<file path="src/povc_pkg.sv">
// Purpose: Shared constants and types for the on/off and output voltage
//   command block of a point-of-load regulator management interface.
// Assumes: Commands arrive already decoded as code, data and strobes.
// Notes: Voltage words are in the linear format with a fixed exponent.
// Behaviour
// Powerup-operation set keeps output off until enabled
// Bus enable mode: ignore or require OPERATION on
// Pin mode: ignore pin or require it asserted
// Pin polarity picks the asserted pin level
// Disable action picks soft or immediate pin off
// Fault-clear command resets all fault status bits
// Store-default command saves configuration to default store
// Restore-default command reloads configuration from default store
// Store-user saves settings changed since last restore
// Host waits 20 ms after store-user
// Restore-user runs at power-up, overrides defaults
// Restore-user sets security level to one
// Host waits 20 ms after restore-user
// Format register read-only, low five bits exponent
// Format bits 7:5 encode linear, VID, direct
// Nominal voltage is a 16-bit unsigned read/write word
// Trim is signed, limited to plus/minus 150 mV
// Calibration offset acts exactly like trim
// Commanded voltage above ceiling is clamped to it
// Ceiling never accepted above 115% of strap voltage
// OPERATION bits 7:6: off, soft off, enable
// Pin and bus modes both set need both on
package povc_pkg;
	// Command codes
	localparam logic [7:0] CMD_OPERATION = 8'h01;
	localparam logic [7:0] CMD_ON_OFF_CFG = 8'h02;
	localparam logic [7:0] CMD_CLEAR_FAULTS = 8'h03;
	localparam logic [7:0] CMD_STORE_DEF = 8'h11;
	localparam logic [7:0] CMD_RESTORE_DEF = 8'h12;
	localparam logic [7:0] CMD_STORE_USER = 8'h15;
	localparam logic [7:0] CMD_RESTORE_USER = 8'h16;
	localparam logic [7:0] CMD_VFMT = 8'h20;
	localparam logic [7:0] CMD_VNOM = 8'h21;
	localparam logic [7:0] CMD_VTRIM = 8'h22;
	localparam logic [7:0] CMD_VCAL = 8'h23;
	localparam logic [7:0] CMD_VMAX = 8'h24;
	// On/off configuration bit positions
	localparam int ONOFF_PWRUP_BIT = 4;
	localparam int ONOFF_BUS_BIT = 3;
	localparam int ONOFF_PIN_BIT = 2;
	localparam int ONOFF_POL_BIT = 1;
	localparam int ONOFF_ACT_BIT = 0;
	// OPERATION on/off field
	localparam int OP_EN_HI = 7;
	localparam int OP_EN_LO = 6;
	localparam logic [1:0] OP_IMM_OFF = 2'h0;
	localparam logic [1:0] OP_SOFT_OFF = 2'h1;
	localparam logic [1:0] OP_ENABLE = 2'h2;
	// Voltage format register layout
	localparam int VFMT_MODE_LO = 5;
	localparam logic [2:0] VFMT_LINEAR = 3'h0;
	localparam logic [2:0] VFMT_VID = 3'h1;
	localparam logic [2:0] VFMT_DIRECT = 3'h2;
	// Fixed exponent -12 (1/4096 V per lsb)
	localparam logic [4:0] VFMT_EXP = 5'h14;
	localparam int VOLT_LSB_PER_V = 4096;
	// Trim limit in millivolts, and in lsb
	localparam int TRIM_LIMIT_MV = 150;
	localparam int TRIM_LIMIT_LSB = (TRIM_LIMIT_MV * VOLT_LSB_PER_V) / 1000;
	// Ceiling may reach this percentage of the strap voltage
	localparam int VMAX_STRAP_PCT = 115;
	localparam int PCT_FULL = 100;
	// Reset values
	localparam logic [7:0] ONOFF_RESET = 8'h17;
	localparam logic [7:0] OP_RESET = 8'h00;
	localparam logic [15:0] VNOM_RESET = 16'h0000;
	localparam logic [15:0] VMAX_RESET = 16'hFFFF;
	localparam logic [1:0] SEC_LEVEL_USER = 2'h1;
	localparam logic [1:0] SEC_LEVEL_RESET = 2'h0;
	// Settle wait after store/restore of the user store
	localparam int STORE_WAIT_MS = 20;
	localparam int CLK_KHZ = 20000;
	localparam int STORE_WAIT_CYC = STORE_WAIT_MS * CLK_KHZ;
	// Output drive states
	typedef enum logic [1:0] {
		POVC_OUT_OFF,
		POVC_OUT_ON,
		POVC_OUT_SOFT_OFF,
		POVC_OUT_IMM_OFF
	} povc_out_t;
	// Store sequencer
	typedef enum logic [1:0] {
		POVC_NV_IDLE,
		POVC_NV_BUSY
	} povc_nv_t;
endpackage

</file>
<file path="src/povc_cfg_if.sv">
// Purpose: Carries the live configuration words between block modules.
// Assumes: Single clock domain.
// Notes: The top module drives, the store module reads and reloads.
`timescale 1ns/1ps
`default_nettype none
interface povc_cfg_if;
	logic [7:0] onoff;
	logic [7:0] op;
	logic [15:0] vnom;
	logic [15:0] vtrim;
	logic [15:0] vcal;
	logic [15:0] vmax;
	logic [5:0] dirty;
	logic load;
	logic [7:0] ld_onoff;
	logic [7:0] ld_op;
	logic [15:0] ld_vnom;
	logic [15:0] ld_vtrim;
	logic [15:0] ld_vcal;
	logic [15:0] ld_vmax;
	modport top (
		output onoff, op, vnom, vtrim, vcal, vmax, dirty,
		input load, ld_onoff, ld_op, ld_vnom, ld_vtrim, ld_vcal, ld_vmax
	);
	modport store (
		input onoff, op, vnom, vtrim, vcal, vmax, dirty,
		output load, ld_onoff, ld_op, ld_vnom, ld_vtrim, ld_vcal, ld_vmax
	);
endinterface
`default_nettype wire

</file>
<file path="src/povc_top.sv">
// Purpose: On/off selection, store commands and output voltage settings.
// Assumes: A bus front end delivers decoded commands as strobes.
// Notes: Reads are combinational on rd_code, data comes from flip-flops, the format word from constants.
`timescale 1ns/1ps
`default_nettype none
module povc_top
	import povc_pkg::*;
#(
	parameter int WAIT_CYC = STORE_WAIT_CYC
) (
	input wire logic clk_sys,
	input wire logic rst_b,
	input wire logic cmd_valid,
	input wire logic [7:0] cmd_code,
	input wire logic cmd_write,
	input wire logic [15:0] cmd_wdata,
	input wire logic [7:0] rd_code,
	output logic [15:0] rd_data,
	output logic rd_ok,
	input wire logic remote_ctrl_pin,
	input wire logic [15:0] voltage_set_strap_pin,
	input wire logic [7:0] fault_set,
	output logic [7:0] fault_status,
	output logic out_enable,
	output logic out_immediate_off,
	output logic out_soft_off,
	output logic [15:0] vout_target,
	output logic [1:0] security_level,
	output logic store_busy
);
	povc_cfg_if cfg ();
	logic [7:0] onoff_q, op_q;
	logic [15:0] vnom_q, vtrim_q, vcal_q, vmax_q, vmax_lim;
	logic [31:0] lim_wide;
	logic [5:0] dirty_q;
	logic user_restored, wr, pin_on, bus_on, want_on;
	logic [15:0] vout_q;
	povc_out_t out_q;
	logic [1:0] sec_q;
	logic [7:0] fault_q;

	// Signed clip of a word to plus/minus the trim limit
	function automatic logic signed [17:0] clip_trim(input logic [15:0] v);
		logic signed [17:0] s;
		s = 18'(signed'(v));
		if (s > 18'(TRIM_LIMIT_LSB)) begin
			clip_trim = 18'(TRIM_LIMIT_LSB);
		end else if (s < -18'(TRIM_LIMIT_LSB)) begin
			clip_trim = -18'(TRIM_LIMIT_LSB);
		end else begin
			clip_trim = s;
		end
	endfunction

	// Ceiling allowed by the strap; combinational so the boot load clamps
	// too, and saturated since 115% of a high strap overflows 16 bits
	assign lim_wide = (32'(voltage_set_strap_pin) * VMAX_STRAP_PCT) / PCT_FULL;
	assign vmax_lim = (lim_wide > 32'h0000FFFF) ? 16'hFFFF
		: lim_wide[15:0];

	// Writes are refused while the store is settling
	assign wr = cmd_valid && cmd_write && !store_busy;
	assign cfg.onoff = onoff_q;
	assign cfg.op = op_q;
	assign cfg.vnom = vnom_q;
	assign cfg.vtrim = vtrim_q;
	assign cfg.vcal = vcal_q;
	assign cfg.vmax = vmax_q;
	assign cfg.dirty = dirty_q;

	povc_store #(.WAIT_CYC(WAIT_CYC)) u_store (
		.clk_sys(clk_sys),
		.rst_b(rst_b),
		.cmd_valid(cmd_valid && !cmd_write && !store_busy),
		.cmd_code(cmd_code),
		.cfg(cfg),
		.busy(store_busy),
		.user_restored(user_restored)
	);

	// Configuration registers; a restore reloads them all
	always_ff @(posedge clk_sys or negedge rst_b) begin
		if (!rst_b) begin
			onoff_q <= ONOFF_RESET;
			op_q <= OP_RESET;
			vnom_q <= VNOM_RESET;
			vtrim_q <= 16'h0000;
			vcal_q <= 16'h0000;
			vmax_q <= VMAX_RESET;
		end else if (cfg.load) begin
			onoff_q <= cfg.ld_onoff;
			op_q <= cfg.ld_op;
			vnom_q <= cfg.ld_vnom;
			vtrim_q <= cfg.ld_vtrim;
			vcal_q <= cfg.ld_vcal;
			vmax_q <= (cfg.ld_vmax > vmax_lim) ? vmax_lim : cfg.ld_vmax;
		end else if (wr) begin
			if (cmd_code == CMD_ON_OFF_CFG) begin
				onoff_q <= cmd_wdata[7:0];
			end else if (cmd_code == CMD_OPERATION) begin
				op_q <= cmd_wdata[7:0];
			end else if (cmd_code == CMD_VNOM) begin
				vnom_q <= cmd_wdata;
			end else if (cmd_code == CMD_VTRIM) begin
				vtrim_q <= cmd_wdata;
			end else if (cmd_code == CMD_VCAL) begin
				vcal_q <= cmd_wdata;
			end else if (cmd_code == CMD_VMAX) begin
				vmax_q <= (cmd_wdata > vmax_lim) ? vmax_lim : cmd_wdata;
			end
		end
	end

	// Track which words changed since the last restore
	always_ff @(posedge clk_sys or negedge rst_b) begin
		if (!rst_b) begin
			dirty_q <= '0;
		end else if (cfg.load) begin
			dirty_q <= '0;
		end else if (wr) begin
			if (cmd_code == CMD_ON_OFF_CFG) begin
				dirty_q[0] <= 1'b1;
			end else if (cmd_code == CMD_OPERATION) begin
				dirty_q[1] <= 1'b1;
			end else if (cmd_code == CMD_VNOM) begin
				dirty_q[2] <= 1'b1;
			end else if (cmd_code == CMD_VTRIM) begin
				dirty_q[3] <= 1'b1;
			end else if (cmd_code == CMD_VCAL) begin
				dirty_q[4] <= 1'b1;
			end else if (cmd_code == CMD_VMAX) begin
				dirty_q[5] <= 1'b1;
			end
		end
	end

	// Security level is set to one after each user restore
	always_ff @(posedge clk_sys or negedge rst_b) begin
		if (!rst_b) begin
			sec_q <= SEC_LEVEL_RESET;
		end else if (user_restored) begin
			sec_q <= SEC_LEVEL_USER;
		end
	end

	// Fault bits: a new fault wins over a clear in the same cycle
	always_ff @(posedge clk_sys or negedge rst_b) begin
		if (!rst_b) begin
			fault_q <= '0;
		end else if (cmd_valid && !cmd_write && !store_busy
			&& cmd_code == CMD_CLEAR_FAULTS) begin
			fault_q <= fault_set;
		end else begin
			fault_q <= fault_q | fault_set;
		end
	end

	// Enable sources; a disabled source places no condition
	assign pin_on = !onoff_q[ONOFF_PIN_BIT]
		|| (remote_ctrl_pin == onoff_q[ONOFF_POL_BIT]);
	assign bus_on = !onoff_q[ONOFF_BUS_BIT]
		|| (op_q[OP_EN_HI:OP_EN_LO] == OP_ENABLE);
	// With powerup-operation clear the output runs with no command needed
	assign want_on = !onoff_q[ONOFF_PWRUP_BIT] || (pin_on && bus_on);

	// Output state: which turn-off style applies depends on the source
	always_ff @(posedge clk_sys or negedge rst_b) begin
		if (!rst_b) begin
			out_q <= POVC_OUT_OFF;
		end else begin
			case (out_q)
				POVC_OUT_OFF, POVC_OUT_SOFT_OFF, POVC_OUT_IMM_OFF: begin
					if (want_on) begin
						out_q <= POVC_OUT_ON;
					end else begin
						out_q <= POVC_OUT_OFF;
					end
				end
				POVC_OUT_ON: begin
					if (!want_on && !pin_on) begin
						out_q <= onoff_q[ONOFF_ACT_BIT] ? POVC_OUT_IMM_OFF
							: POVC_OUT_SOFT_OFF;
					end else if (!want_on) begin
						out_q <= (op_q[OP_EN_HI:OP_EN_LO] == OP_SOFT_OFF)
							? POVC_OUT_SOFT_OFF : POVC_OUT_IMM_OFF;
					end
				end
				default: out_q <= POVC_OUT_OFF;
			endcase
		end
	end

	// Target: nominal plus both offsets, clamped to the ceiling
	always_ff @(posedge clk_sys or negedge rst_b) begin
		if (!rst_b) begin
			vout_q <= '0;
		end else begin
			vout_q <= 16'(clamp_v(vnom_q, vtrim_q, vcal_q, vmax_q));
		end
	end

	function automatic logic [15:0] clamp_v(input logic [15:0] n,
		input logic [15:0] t, input logic [15:0] c, input logic [15:0] m);
		logic signed [19:0] s;
		s = 20'(signed'({1'b0, n})) + 20'(clip_trim(t))
			+ 20'(clip_trim(c));
		if (s < 20'sh00000) begin
			clamp_v = 16'h0000;
		end else if (s > 20'(signed'({1'b0, m}))) begin
			clamp_v = m;
		end else begin
			clamp_v = s[15:0];
		end
	endfunction

	// Register read; the format register has no write path
	always_comb begin
		rd_ok = 1'b1;
		if (rd_code == CMD_ON_OFF_CFG) begin
			rd_data = {8'h00, onoff_q};
		end else if (rd_code == CMD_OPERATION) begin
			rd_data = {8'h00, op_q};
		end else if (rd_code == CMD_VFMT) begin
			rd_data = {8'h00, VFMT_LINEAR, VFMT_EXP};
		end else if (rd_code == CMD_VNOM) begin
			rd_data = vnom_q;
		end else if (rd_code == CMD_VTRIM) begin
			rd_data = vtrim_q;
		end else if (rd_code == CMD_VCAL) begin
			rd_data = vcal_q;
		end else if (rd_code == CMD_VMAX) begin
			rd_data = vmax_q;
		end else begin
			rd_data = 16'h0000;
			rd_ok = 1'b0;
		end
	end

	assign fault_status = fault_q;
	assign out_enable = (out_q == POVC_OUT_ON);
	assign out_soft_off = (out_q == POVC_OUT_SOFT_OFF);
	assign out_immediate_off = (out_q == POVC_OUT_IMM_OFF);
	assign vout_target = vout_q;
	assign security_level = sec_q;
endmodule
`default_nettype wire

</file>
<file path="src/povc_store.sv">
// Purpose: Default and user configuration stores with settle timing.
// Assumes: Stores are modelled as flip-flop arrays.
// Notes: Busy lasts the settle time; the host must not command meanwhile.
`timescale 1ns/1ps
`default_nettype none
module povc_store
	import povc_pkg::*;
#(
	parameter int WAIT_CYC = STORE_WAIT_CYC
) (
	input wire logic clk_sys,
	input wire logic rst_b,
	input wire logic cmd_valid,
	input wire logic [7:0] cmd_code,
	povc_cfg_if.store cfg,
	output logic busy,
	output logic user_restored
);
	localparam int NW = 6;
	logic [15:0] dflt_q [NW];
	logic [15:0] user_q [NW];
	logic [NW-1:0] user_has_q;
	logic [31:0] cnt_q;
	logic boot_q;
	povc_nv_t st_q;
	logic [15:0] cur [NW];
	logic [15:0] img [NW];
	logic do_sd, do_rd, do_su, do_ru;

	assign cur[0] = {8'h00, cfg.onoff};
	assign cur[1] = {8'h00, cfg.op};
	assign cur[2] = cfg.vnom;
	assign cur[3] = cfg.vtrim;
	assign cur[4] = cfg.vcal;
	assign cur[5] = cfg.vmax;
	assign do_sd = cmd_valid && cmd_code == CMD_STORE_DEF;
	assign do_rd = cmd_valid && cmd_code == CMD_RESTORE_DEF;
	assign do_su = cmd_valid && cmd_code == CMD_STORE_USER;
	// Power-up runs the user restore once, after reset release
	assign do_ru = boot_q || (cmd_valid && cmd_code == CMD_RESTORE_USER);

	// Default store image
	always_ff @(posedge clk_sys or negedge rst_b) begin
		if (!rst_b) begin
			dflt_q <= '{ {8'h00, ONOFF_RESET}, {8'h00, OP_RESET}, VNOM_RESET,
				16'h0000, 16'h0000, VMAX_RESET };
		end else if (do_sd) begin
			dflt_q <= cur;
		end
	end

	// User store saves only words changed since the last restore
	always_ff @(posedge clk_sys or negedge rst_b) begin
		if (!rst_b) begin
			user_q <= '{default: 16'h0000};
			user_has_q <= '0;
		end else if (do_su) begin
			for (int i = 0; i < NW; i++) begin
				if (cfg.dirty[i]) begin
					user_q[i] <= cur[i];
					user_has_q[i] <= 1'b1;
				end
			end
		end
	end

	// Image to load: default words, or on a user restore the current words overridden by saved user words
	always_comb begin
		for (int i = 0; i < NW; i++) begin
			if (do_ru && user_has_q[i]) begin
				img[i] = user_q[i];
			end else if (do_ru) begin
				img[i] = cur[i];
			end else begin
				img[i] = dflt_q[i];
			end
		end
	end
	assign cfg.load = do_rd || do_ru;
	assign cfg.ld_onoff = img[0][7:0];
	assign cfg.ld_op = img[1][7:0];
	assign cfg.ld_vnom = img[2];
	assign cfg.ld_vtrim = img[3];
	assign cfg.ld_vcal = img[4];
	assign cfg.ld_vmax = img[5];
	assign user_restored = do_ru;

	// Boot flag and settle timer; a write to flash is not instant
	always_ff @(posedge clk_sys or negedge rst_b) begin
		if (!rst_b) begin
			boot_q <= 1'b1;
			st_q <= POVC_NV_IDLE;
			cnt_q <= '0;
		end else begin
			boot_q <= 1'b0;
			case (st_q)
				POVC_NV_IDLE: begin
					if (do_su || do_ru) begin
						st_q <= POVC_NV_BUSY;
						cnt_q <= 32'(WAIT_CYC - 1);
					end
				end
				POVC_NV_BUSY: begin
					if (cnt_q == '0) begin
						st_q <= POVC_NV_IDLE;
					end else begin
						cnt_q <= cnt_q - 32'h1;
					end
				end
				default: st_q <= POVC_NV_IDLE;
			endcase
		end
	end
	assign busy = (st_q == POVC_NV_BUSY);
endmodule
`default_nettype wire

</file>
<file path="config.mk">
export PLATFORM = sky130hd
export DESIGN_NAME = povc_top
export DESIGN_NICKNAME = d
export VERILOG_FILES = /design/src/povc_pkg.sv /design/src/povc_cfg_if.sv /design/src/povc_top.sv /design/src/povc_store.sv
export SDC_FILE = /design/constraint.sdc
export NUM_CORES = 1
export LEC_CHECK = 0
export ABC_CLOCK_PERIOD_IN_PS = 8770
export BUFFER_PORTS_ARGS = -buffer_cell sky130_fd_sc_hd__clkbuf_2
export CORE_UTILIZATION = 49
export DETAILED_ROUTE_END_ITERATION = 10
export MAX_ROUTING_LAYER = met4
export PLACE_DENSITY = 0.66
export SYNTH_ARGS = -nofsm -noshare
export SYNTH_HDL_FRONTEND = slang
export SYNTH_SLANG_ARGS = --single-unit
export TNS_END_PERCENT = 10
</file>
<file path="constraint.sdc">
create_clock -name clk_sys -period 8.77 [get_ports clk_sys]
set_input_delay 1.754 -clock clk_sys [delete_from_list [all_inputs] [get_ports clk_sys]]
set_output_delay 1.754 -clock clk_sys [all_outputs]
set_load 0.01 [all_outputs]
</file>
Yosys cells after proc, flatten, opt, wreduce, memory -nomap -nowiden
Index checks and enable logic that the tools add are counted.
{"block": "op_classes", "n_addsub": 3, "multipliers": 1, "n_div": 1, "magnitude_cmp": 9, "n_eq_ne": 39, "shift": 0, "n_mux": 94, "bitwise_logic": 1, "n_reduce_logical": 61}
{"cell": "$mux W16", "n": 46}
{"cell": "$mux W8", "n": 12}
{"cell": "$eq A8 B6 Y1 const B", "n": 9}
{"cell": "$mux W18", "n": 4}
{"cell": "$mux W32", "n": 2}
{"cell": "$pmux W32 S2", "n": 1}
{"cell": "$div A23 B7 Y32 const B", "n": 1}
{"cell": "$eq A8 B5 Y1 const B", "n": 4}
{"cell": "$gt A16 B11 Y1 const B", "n": 2}
{"cell": "$gt A16 B16 Y1", "n": 2}
{"cell": "$gt A32 B16 Y1 const B", "n": 1}
{"cell": "$logic_not A32 Y1", "n": 1}
{"cell": "$lt A16 B11 Y1 const B", "n": 2}
{"cell": "$sub A32 B1 Y32 const B", "n": 1}
{"cell": "$eq A8 B2 Y1 const B", "n": 3}
{"cell": "$mul A16 B7 Y23 const B", "n": 1}
{"cell": "$add A19 B18 Y20", "n": 1}
{"cell": "$gt A20 B17 Y1", "n": 1}
{"cell": "$lt A20 B1 Y1 const B", "n": 1}
{"cell": "$add A17 B18 Y19", "n": 1}
{"cell": "$logic_and A1 B1 Y1", "n": 17}
{"cell": "$mux W1", "n": 17}
{"cell": "$eq A8 B1 Y1 const B", "n": 2}
{"cell": "$reduce_and A2 Y1", "n": 8}
{"cell": "24 further kinds", "n": 69}
{"block": "totals", "reg_bits": 314, "latch_bits": 0, "ramBits": 0, "mem_bits_ro": 0, "input_bits": 61, "out_inout_bits": 47, "word_cells": 246, "mem_count": 0}

Logic depth before layout (Yosys ltp)
Gate-level depths: netlist of run 1.
{"block": "depth", "ltp_word": 14, "depth_mapped": 73, "mapped_depth_nobuf": 66}

Modules after synthesis
Synthesis of run 1 repeated with hierarchy kept, for this count alone.
{"block": "hier_totals", "hier_cells": 2735, "hier_area_um2": 25316.8}
{"module": "povc_top", "n_inst": 1, "cells_each": 1924, "area_per_inst_um2": 15363.5, "seq_area_each_um2": 2852.7}
{"module": "povc_store", "n_inst": 1, "cells_each": 811, "area_per_inst_um2": 9953.3, "seq_area_each_um2": 5031.1}

Worst setup path before layout of run 1
Ideal clock, no wire load.
{"block": "synth_timing", "path_kind": "input to register", "from": "input port voltage_set_strap_pin[2]", "to": "register vmax_q[1] (netlist: cfg.vmax[1])", "setup_time_ps": 79, "arrival_time_ps": 16428, "required_ps": 8691, "slack_ps": -7736, "path_stages": 70, "path_buffers": 4, "path_cell_list": "inv_1 -> fa_1 -> inv_1 -> fa_1 -> ha_1 -> inv_1 -> fa_1 -> inv_1 -> ha_1 -> buf_4 -> a21oi_1 -> o211ai_1 -> a211o_1 -> mux2i_1 -> or2_1 -> clkbuf_2 -> nor3_1 -> o221ai_1 -> [... 34 more ...] -> xnor2_1 -> o311ai_1 -> nand3_1 -> ha_1 -> o22ai_1 -> o21ai_0 -> nand2b_1 -> a21oi_1 -> nor2b_1 -> o21ai_0 -> nand2b_1 -> a21oi_1 -> a31oi_2 -> buf_1 -> o21ai_0 -> o21ai_0 -> nand2_1 -> o21ai_0"}
{"block": "synth_between", "elab_chain_len": 14, "word_cells_on_any_way": 16, "classes_between": "1 x mul; 1 x div; 3 x order compare; 11 x mux"}
{"element": "start, declared", "line_no": "povc_top.sv:21", "text": "input wire logic [15:0] voltage_set_strap_pin,"}
{"element": "$mul A16 B7 Y23 (*)", "line_no": "povc_top.sv:57", "text": "assign lim_wide = (32'(voltage_set_strap_pin) * VMAX_STRAP_PCT) / PCT_FULL;"}
{"element": "$div A23 B7 Y32 (*)", "line_no": "povc_top.sv:57"}
{"element": "$gt A32 B16 Y1", "line_no": "povc_top.sv:58", "text": "assign vmax_lim = (lim_wide > 32'h0000FFFF) ? 16'hFFFF"}
{"element": "$mux W16 (*)", "line_no": "povc_top.sv:58"}
{"element": "$gt A16 B16 Y1", "line_no": "povc_top.sv:109", "text": "vmax_q <= (cmd_wdata > vmax_lim) ? vmax_lim : cmd_wdata;"}
{"element": "$mux W16", "line_no": "povc_top.sv:109"}
{"element": "$mux W16", "line_no": "povc_top.sv:108", "text": "end else if (cmd_code == CMD_VMAX) begin"}
{"element": "$mux W16", "line_no": "povc_top.sv:106", "text": "end else if (cmd_code == CMD_VCAL) begin"}
{"element": "$mux W16", "line_no": "povc_top.sv:104", "text": "end else if (cmd_code == CMD_VTRIM) begin"}
{"element": "$mux W16", "line_no": "povc_top.sv:102", "text": "end else if (cmd_code == CMD_VNOM) begin"}
{"element": "$mux W16", "line_no": "povc_top.sv:100", "text": "end else if (cmd_code == CMD_OPERATION) begin"}
{"element": "$mux W16", "line_no": "povc_top.sv:98", "text": "if (cmd_code == CMD_ON_OFF_CFG) begin"}
{"element": "$mux W16", "line_no": "povc_top.sv:97", "text": "end else if (wr) begin"}
{"element": "$mux W16 (*)", "line_no": "povc_top.sv:90", "text": "end else if (cfg.load) begin"}
{"element": "end signal, assigned", "line_no": "povc_top.sv:96", "text": "vmax_q <= (cfg.ld_vmax > vmax_lim) ? vmax_lim : cfg.ld_vmax;"}
{"element": "end signal, assigned", "line_no": "povc_top.sv:109"}
{"element": "end, declared", "line_no": "povc_top.sv:33", "text": "logic [15:0] vnom_q, vtrim_q, vcal_q, vmax_q, vmax_lim;"}
Every way passes the cells marked *; elsewhere a longest branch is shown, timed or not. The select of a mux whose other input is x is not followed.
A chain may end at the register's enable or synchronous reset.

Worst setup path after layout of run 1
{"block": "layout_timing", "from": "input port voltage_set_strap_pin[9]", "to": "register vmax_q[11] (netlist: cfg.vmax[11])"}
Same word-level chain as after synthesis.

==> out/qor.txt, run 1 <==
Overflow after GRT: 0
Fill count: 3903
Clock Sinks: 313
Multi-input logic area: 16000 µm²
I/O pin cnt: 108
WL/cell: 19.9 µm
First-pass GRT wire length: 118000 µm
Critical path required time: 9.25 ns
TritonRoute pass-1 iters: 5
Clock Skew: 0.0128 ns
Worst-margin pin slew: 1.21 ns
Setup CP Type: in2reg
CP endpoint kind: register
Reg clk slew, reported paths: 0.06 ns
Cell mode on critical path: buf_4
Startpoint Class: input port
Final setup fails: 16
Final net count: 3376
Hold/Removal Path Class: reg2reg
Hold path depth: 1
Register area: 7880 µm²
Post-route setup slack: -7.50 ns
Crit-path max FO: 7
Vias in the first global route: 22000
Post-DP HPWL: 55900 µm
Root buffer cell: clkbuf_16
TritonCTS clock tree: yes
Die area: 49600 µm²
Max Clock Freq: 61.5 MHz
Distinct cells, synth: 147
Max Cap Viol: 0
Iter 0 DRT Violations: 1992
Starting Density: 49.8%
Violated checks: setup timing
TNS Setup: -118.77 ns
CTS buffer count: 36
Worst Reg-to-Reg Cells: 32
Core Area: 47900 µm²
Layout cells sized above 1: 34.3%
Buffers on Ports: 106
Vias per inst: 6.00
FF+latch count, synth: 313
Post-synthesis sequential area ratio: 33.0%
Post-synth EDFFs: 0
Outcome: finished with violations
Top_reg_cell synth: dfrtp_1
Post-route clock period utilization: 185%
Critical path's slowest cell: or4b_4
Routed vias: 22600
Synth area leaders: dfrtp_1 (28%), ha_1 (6.6%), mux2_2 (5.7%), fa_1 (4.6%), dfstp_2 (4.5%)
DRC: 0
Rows: 80
Cell area after synthesis: 23900 µm²
Syn_area_per_cell: 9.12 µm²
Area leader, netlist: dfrtp_1
Largest net degree at the start of global routing: 135
Headroom to the max-slew limit: 18.7%
Post-synth top cells: nor2_1 (284), dfrtp_1 (272), a21oi_1 (214), nand2_1 (186), inv_1 (171)
CP peak stage delay: 0.50 ns
Antenna viol nets, final: 0
Initial antenna violation count: 1
Final hold vios: 0
Synth warn: 0
Max-slew violations: 0
Synth async-reset ratio: 100%
GRT Total Usage: 30.4%
Die H: 223 µm
GPL Wtd Cong: 0.957
CTS H-Tree Depth: 2
Clk_lat worst skew: 0.55 ns
Area Overhead vs Synth: 29.1%
Top-count cell post-synth: nor2_1
RSZ-0062 raised after global routing: true
Cells after Synth: 2619
DIE WIDTH: 223 µm
Hold_ws: 0.464 ns
Deepest clock path buffer count: 3
Final core utilization: 64.3%
Post-route minimum period: 16.27 ns
Crit path DAT: 16.75 ns
DRT Wirelength: 75100 µm
Post-synth top area share: 28.5%
final timing paths:
kind / startpoint / endpoint / slack, ns
max: voltage_set_strap_pin[9] / cfg.vmax[11]$_DFFE_PN1P_ / -7.50
min: u_store.user_has_q[3]$_DFFE_PN0P_ / u_store.user_has_q[3]$_DFFE_PN0P_ / 0.46
min reg2reg: u_store.user_has_q[3]$_DFFE_PN0P_ / u_store.user_has_q[3]$_DFFE_PN0P_ / 0.46
min in group asynchronous: rst_b / u_store.cnt_q[18]$_DFFE_PN0P_ / 1.26
max reg2reg: cfg.vcal[2]$_DFFE_PN0P_ / vout_target[1]$_DFF_PN0_ / 0.96
max in group asynchronous: rst_b / u_store.dflt_q[35]$_DFFE_PN0P_ / 6.14
per-layer routing:
metal  vias to the layer above  part of all wire (%)  track usage (%)
li1                      10500                     -                -
met1                     11200                    45             41.8
met2                       753                    46             47.1
met3                       119                   6.5             4.36
met4                         0                   2.2             7.68
met5                         -                     0                -
registers in the layout, summed over array words and instances, names as in the netlist:
signal and flops:
u_store.dflt_q 80, u_store.user_q 80, u_store.cnt_q 32, cfg.vcal 16
cfg.vmax 16, cfg.vnom 16, cfg.vtrim 16, vout_target 16
cfg.onoff 8, cfg.op 8, fault_status 8, cfg.dirty 6
u_store.user_has_q 6, out_q 2, security_level 1, u_store.boot_q 1
u_store.st_q 1
cell type report:
cell class / instances / share of cell area [%]
antenna: 1 / 0.00811
clock buffer: 54 / 3.33
clock inverter: 10 / 0.467
inverter: 172 / 2.09
multi-input combinational: 2016 / 51.9
sequential: 313 / 25.6
tap: 615 / 2.50
timing repair buffer: 595 / 14.1
worst max-delay path, delay by kind of cell:
kind | cells | cell delay, ns
adder cells (fa/ha/maj) | 7 | 2.53
AO/OA/AOI/OAI | 31 | 6.38
XOR/XNOR | 3 | 0.88
buffers and inverters | 16 | 1.99
multiplexers | 1 | 0.20
AND/OR/NAND/NOR | 19 | 2.96
layout by cell type, fill, tap and decap left out, types with 46 or more instances in the layout:
master / n
ha_1: 115
a21oi_1: 197
clkbuf_2: 105
o21ai_0: 129
mux2_2: 120
buf_4: 465
nor2_1: 273
xnor2_1: 46
dfrtp_1: 272
nand2_1: 182
a221oi_1: 70
fa_1: 55
mux2i_1: 51
inv_1: 165
metrics by stage:
step / setup WS, ns / cells / area [µm²]
global placement: -8.11 / 3669 / 28300
floorplan: -7.26 / 2620 / 24100
detailed placement: -8.29 / 3669 / 28300
CTS: -7.50 / 3737 / 29700
finish: -7.50 / 3776 / 30800
global route: -8.16 / 3776 / 30800
kinds of logic (layout without fill, tap and decap cells):
| logic type | count (synthesis) | in the layout | synth area share [%] |
|---|---|---|---|
| buffers and inverters | 292 | 831 | 5.26 |
| adders and majority gates | 192 | 192 | 11.7 |
| xor gates and xnor gates | 80 | 80 | 3.23 |
| AOI/OAI and AO/OA | 794 | 794 | 23.2 |
| other | 1 | 3 | 0.0157 |
| and+or+nand+nor | 768 | 769 | 15.4 |
| DFF | 313 | 313 | 33.0 |
| muxes | 179 | 179 | 8.22 |
repair_timing:
item	4_1_cts	5_1_grt
cloned	0	5
pin swaps	16	97
gates resized for setup	45	175
setup endpoints to repair	16	16
setup buffers	4	33
hold buffers	0	0
Power of run 1 is left out: the tool's default activity adds up to more than one toggle a clock period on the data nets, which glitch-free logic cannot reach.
==> inputs of run 2 (changes only) <==
--- a/config.mk
+++ b/config.mk
@@ -5,6 +5,7 @@
 export SDC_FILE = /design/constraint.sdc
 export NUM_CORES = 1
 export LEC_CHECK = 0
+export ABC_AREA = 1
 export ABC_CLOCK_PERIOD_IN_PS = 8770
 export BUFFER_PORTS_ARGS = -buffer_cell sky130_fd_sc_hd__clkbuf_2
 export CORE_UTILIZATION = 49
==> out/qor.txt, run 2 <==
Outcome: finished with violations
Violated checks: setup timing
Die area: 46600 µm²
Worst-margin pin slew: 1.07 ns
Cell family with most CP delay: simple AND/OR/NAND/NOR gates
Root buffer cell: clkbuf_16
GRT Total Usage: 28.8%
Metal3 WL: 4400 µm
Post-synth top cells: nand2_1 (571), inv_1 (437), nor2_1 (358), o21ai_0 (305), dfrtp_1 (272)
Routed vias: 21200
Vias in the first global route: 20600
Highest routed layer: met4
Synth warn: 0
Crit path DAT: 13.30 ns
DIE WIDTH: 216 µm
TNS Setup: -64.82 ns
Cell area after synthesis: 22400 µm²
Iter 0 DRT Violations: 2066
Place WS: -4.80 ns
Area Overhead vs Synth: 18.9%
Largest regs: u_store.dflt_q x80, u_store.user_q x80, u_store.cnt_q x32
WL/cell: 16.4 µm
Max Clock Freq: 77.8 MHz
M1 WL: 29100 µm
Buffers on Ports: 106
RSZ-0062 raised after global routing: true
Post-route setup slack: -4.08 ns
DRT Wirelength: 63800 µm
Post-synth top area share: 30.4%
Max Cap Viol: 0
Layout cells sized above 1: 18.4%
Final core utilization: 59.7%
CP peak stage delay: 0.53 ns
Post-synthesis sequential area ratio: 35.2%
Headroom to the max-slew limit: 28.6%
CP bufs+invs: 11
Post-Place Cells: 3814
TritonRoute pass-1 iters: 7
Clock Sinks: 313
TritonCTS clock tree: yes
Max-slew violations: 0
Reg clk slew, reported paths: 0.06 ns
Crit-path max FO: 22
Synth area leaders: dfrtp_1 (30%), nand2_1 (9.6%), inv_1 (7.3%), ha_1 (7.0%), o21ai_0 (6.8%)
Clk_lat worst skew: 0.57 ns
CTS buffer count: 37
Critical path required time: 9.23 ns
Cell mode on critical path: nand2_2
Syn_area_per_cell: 7.45 µm²
Startpoint Class: input port
Distinct cells, synth: 56
FF+latch count, synth: 313
Area leader, netlist: dfrtp_1
Starting Density: 50.2%
I/O pin cnt: 108
Post-synth EDFFs: 0
Cells after Synth: 3004
Hold/Removal Path Class: reg2reg
Setup CP Type: in2reg
Post-route clock period utilization: 146%
Antenna viol nets, final: 0
Synth async-reset ratio: 100%
DRC: 0
Met2 wire length: 29400 µm
Top-count cell post-synth: nand2_1
Commonest non-fill, non-tap cell in the layout: nand2_1
First-pass GRT wire length: 106000 µm
Final setup fails: 16
Final net count: 3508
Post-DP HPWL: 47600 µm
Top_reg_cell synth: dfrtp_1
Critical path's slowest cell: fa_1
Post-route minimum period: 12.85 ns
CTS H-Tree Depth: 2
CP endpoint kind: register
Core Area: 44600 µm²
Vias per inst: 5.45
Final hold vios: 0
Overflow after GRT: 0
Cell Count, Final, Fillers Out: 3887
Commonest non-fill, non-tap cells in the layout: nand2_1 (559), inv_1 (430), nor2_1 (351)
Clock Skew: 0.0351 ns
Initial antenna violation count: 1
Rows: 77
Largest net degree at the start of global routing: 171
Deepest clock path buffer count: 3
Die H: 216 µm
GPL Wtd Cong: 0.949
run 2: layer usage:
metal	vias to the layer above	GRT usage [%]
met2	661	45.4
met4	0	5.82
met1	10000	39.4
met3	77	4.37
met5	-	-
li1	10400	-
run 2: what timing repair did:
item | CTS | global route
buffers inserted | 2 | 3
pin swaps | 25 | 9
hold buffers | 0 | 0
endpoints found under the setup margin | 16 | 16
resized for setup | 41 | 11
run 2: stage by stage:
step                hold slack (ns)  instance area, µm²
floorplan                     0.434               22600
global placement              0.453               25100
detailed placement            0.457               25100
CTS                           0.472               26500
global route                  0.493               26600
finish                        0.474               26600
run 2: worst paths after layout:
path	start	to	slack (ns)	cells after the start
setup / recovery	voltage_set_strap_pin[7]	cfg.vmax[5]$_DFFE_PN1P_	-4.08	107
hold / removal	security_level[0]$_DFFE_PN0P_	security_level[0]$_DFFE_PN0P_	0.47	1
setup reg to reg	cfg.vtrim[1]$_DFFE_PN0P_	vout_target[6]$_DFF_PN0_	0.89	32
hold reg to reg	security_level[0]$_DFFE_PN0P_	security_level[0]$_DFFE_PN0P_	0.47	1
max in group asynchronous	rst_b	vout_target[14]$_DFF_PN0_	6.18	2
min in group asynchronous	rst_b	fault_status[2]$_DFF_PN0_	1.15	1
run 2: cell type report:
| cell class | count | area (µm²) |
|---|---|---|
| Inverter | 460 | 1730 |
| Sequential cell | 313 | 7880 |
| Tap cell | 592 | 741 |
| Clock buffer | 54 | 1060 |
| Clock inverter | 13 | 198 |
| Antenna cell | 1 | 2.50 |
| Timing Repair Buffer | 316 | 2160 |
| Multi-Input combinational cell | 2138 | 12800 |
| Fill cell | 4091 | 18000 |
run 2: kinds of logic after synthesis:
group | synth area share [%]
compound gates | 17.3
buf+inv | 9.32
xor+xnor | 1.40
flops | 35.2
fa+ha+maj | 12.0
other cells | 0.0167
simple gates | 24.8
run 2: worst register-to-register path, delay by kind of cell, from the launching register on:
kind | cells | cell delay [ns]
AOI/OAI and AO/OA | 16 | 3.60
adders and majority gates | 4 | 1.52
buffers and inverters | 4 | 1.00
and+or+nand+nor | 7 | 0.96
DFF | 1 | 0.38
xor gates and xnor gates | 1 | 0.30
Power of run 2 is left out for the same reason.
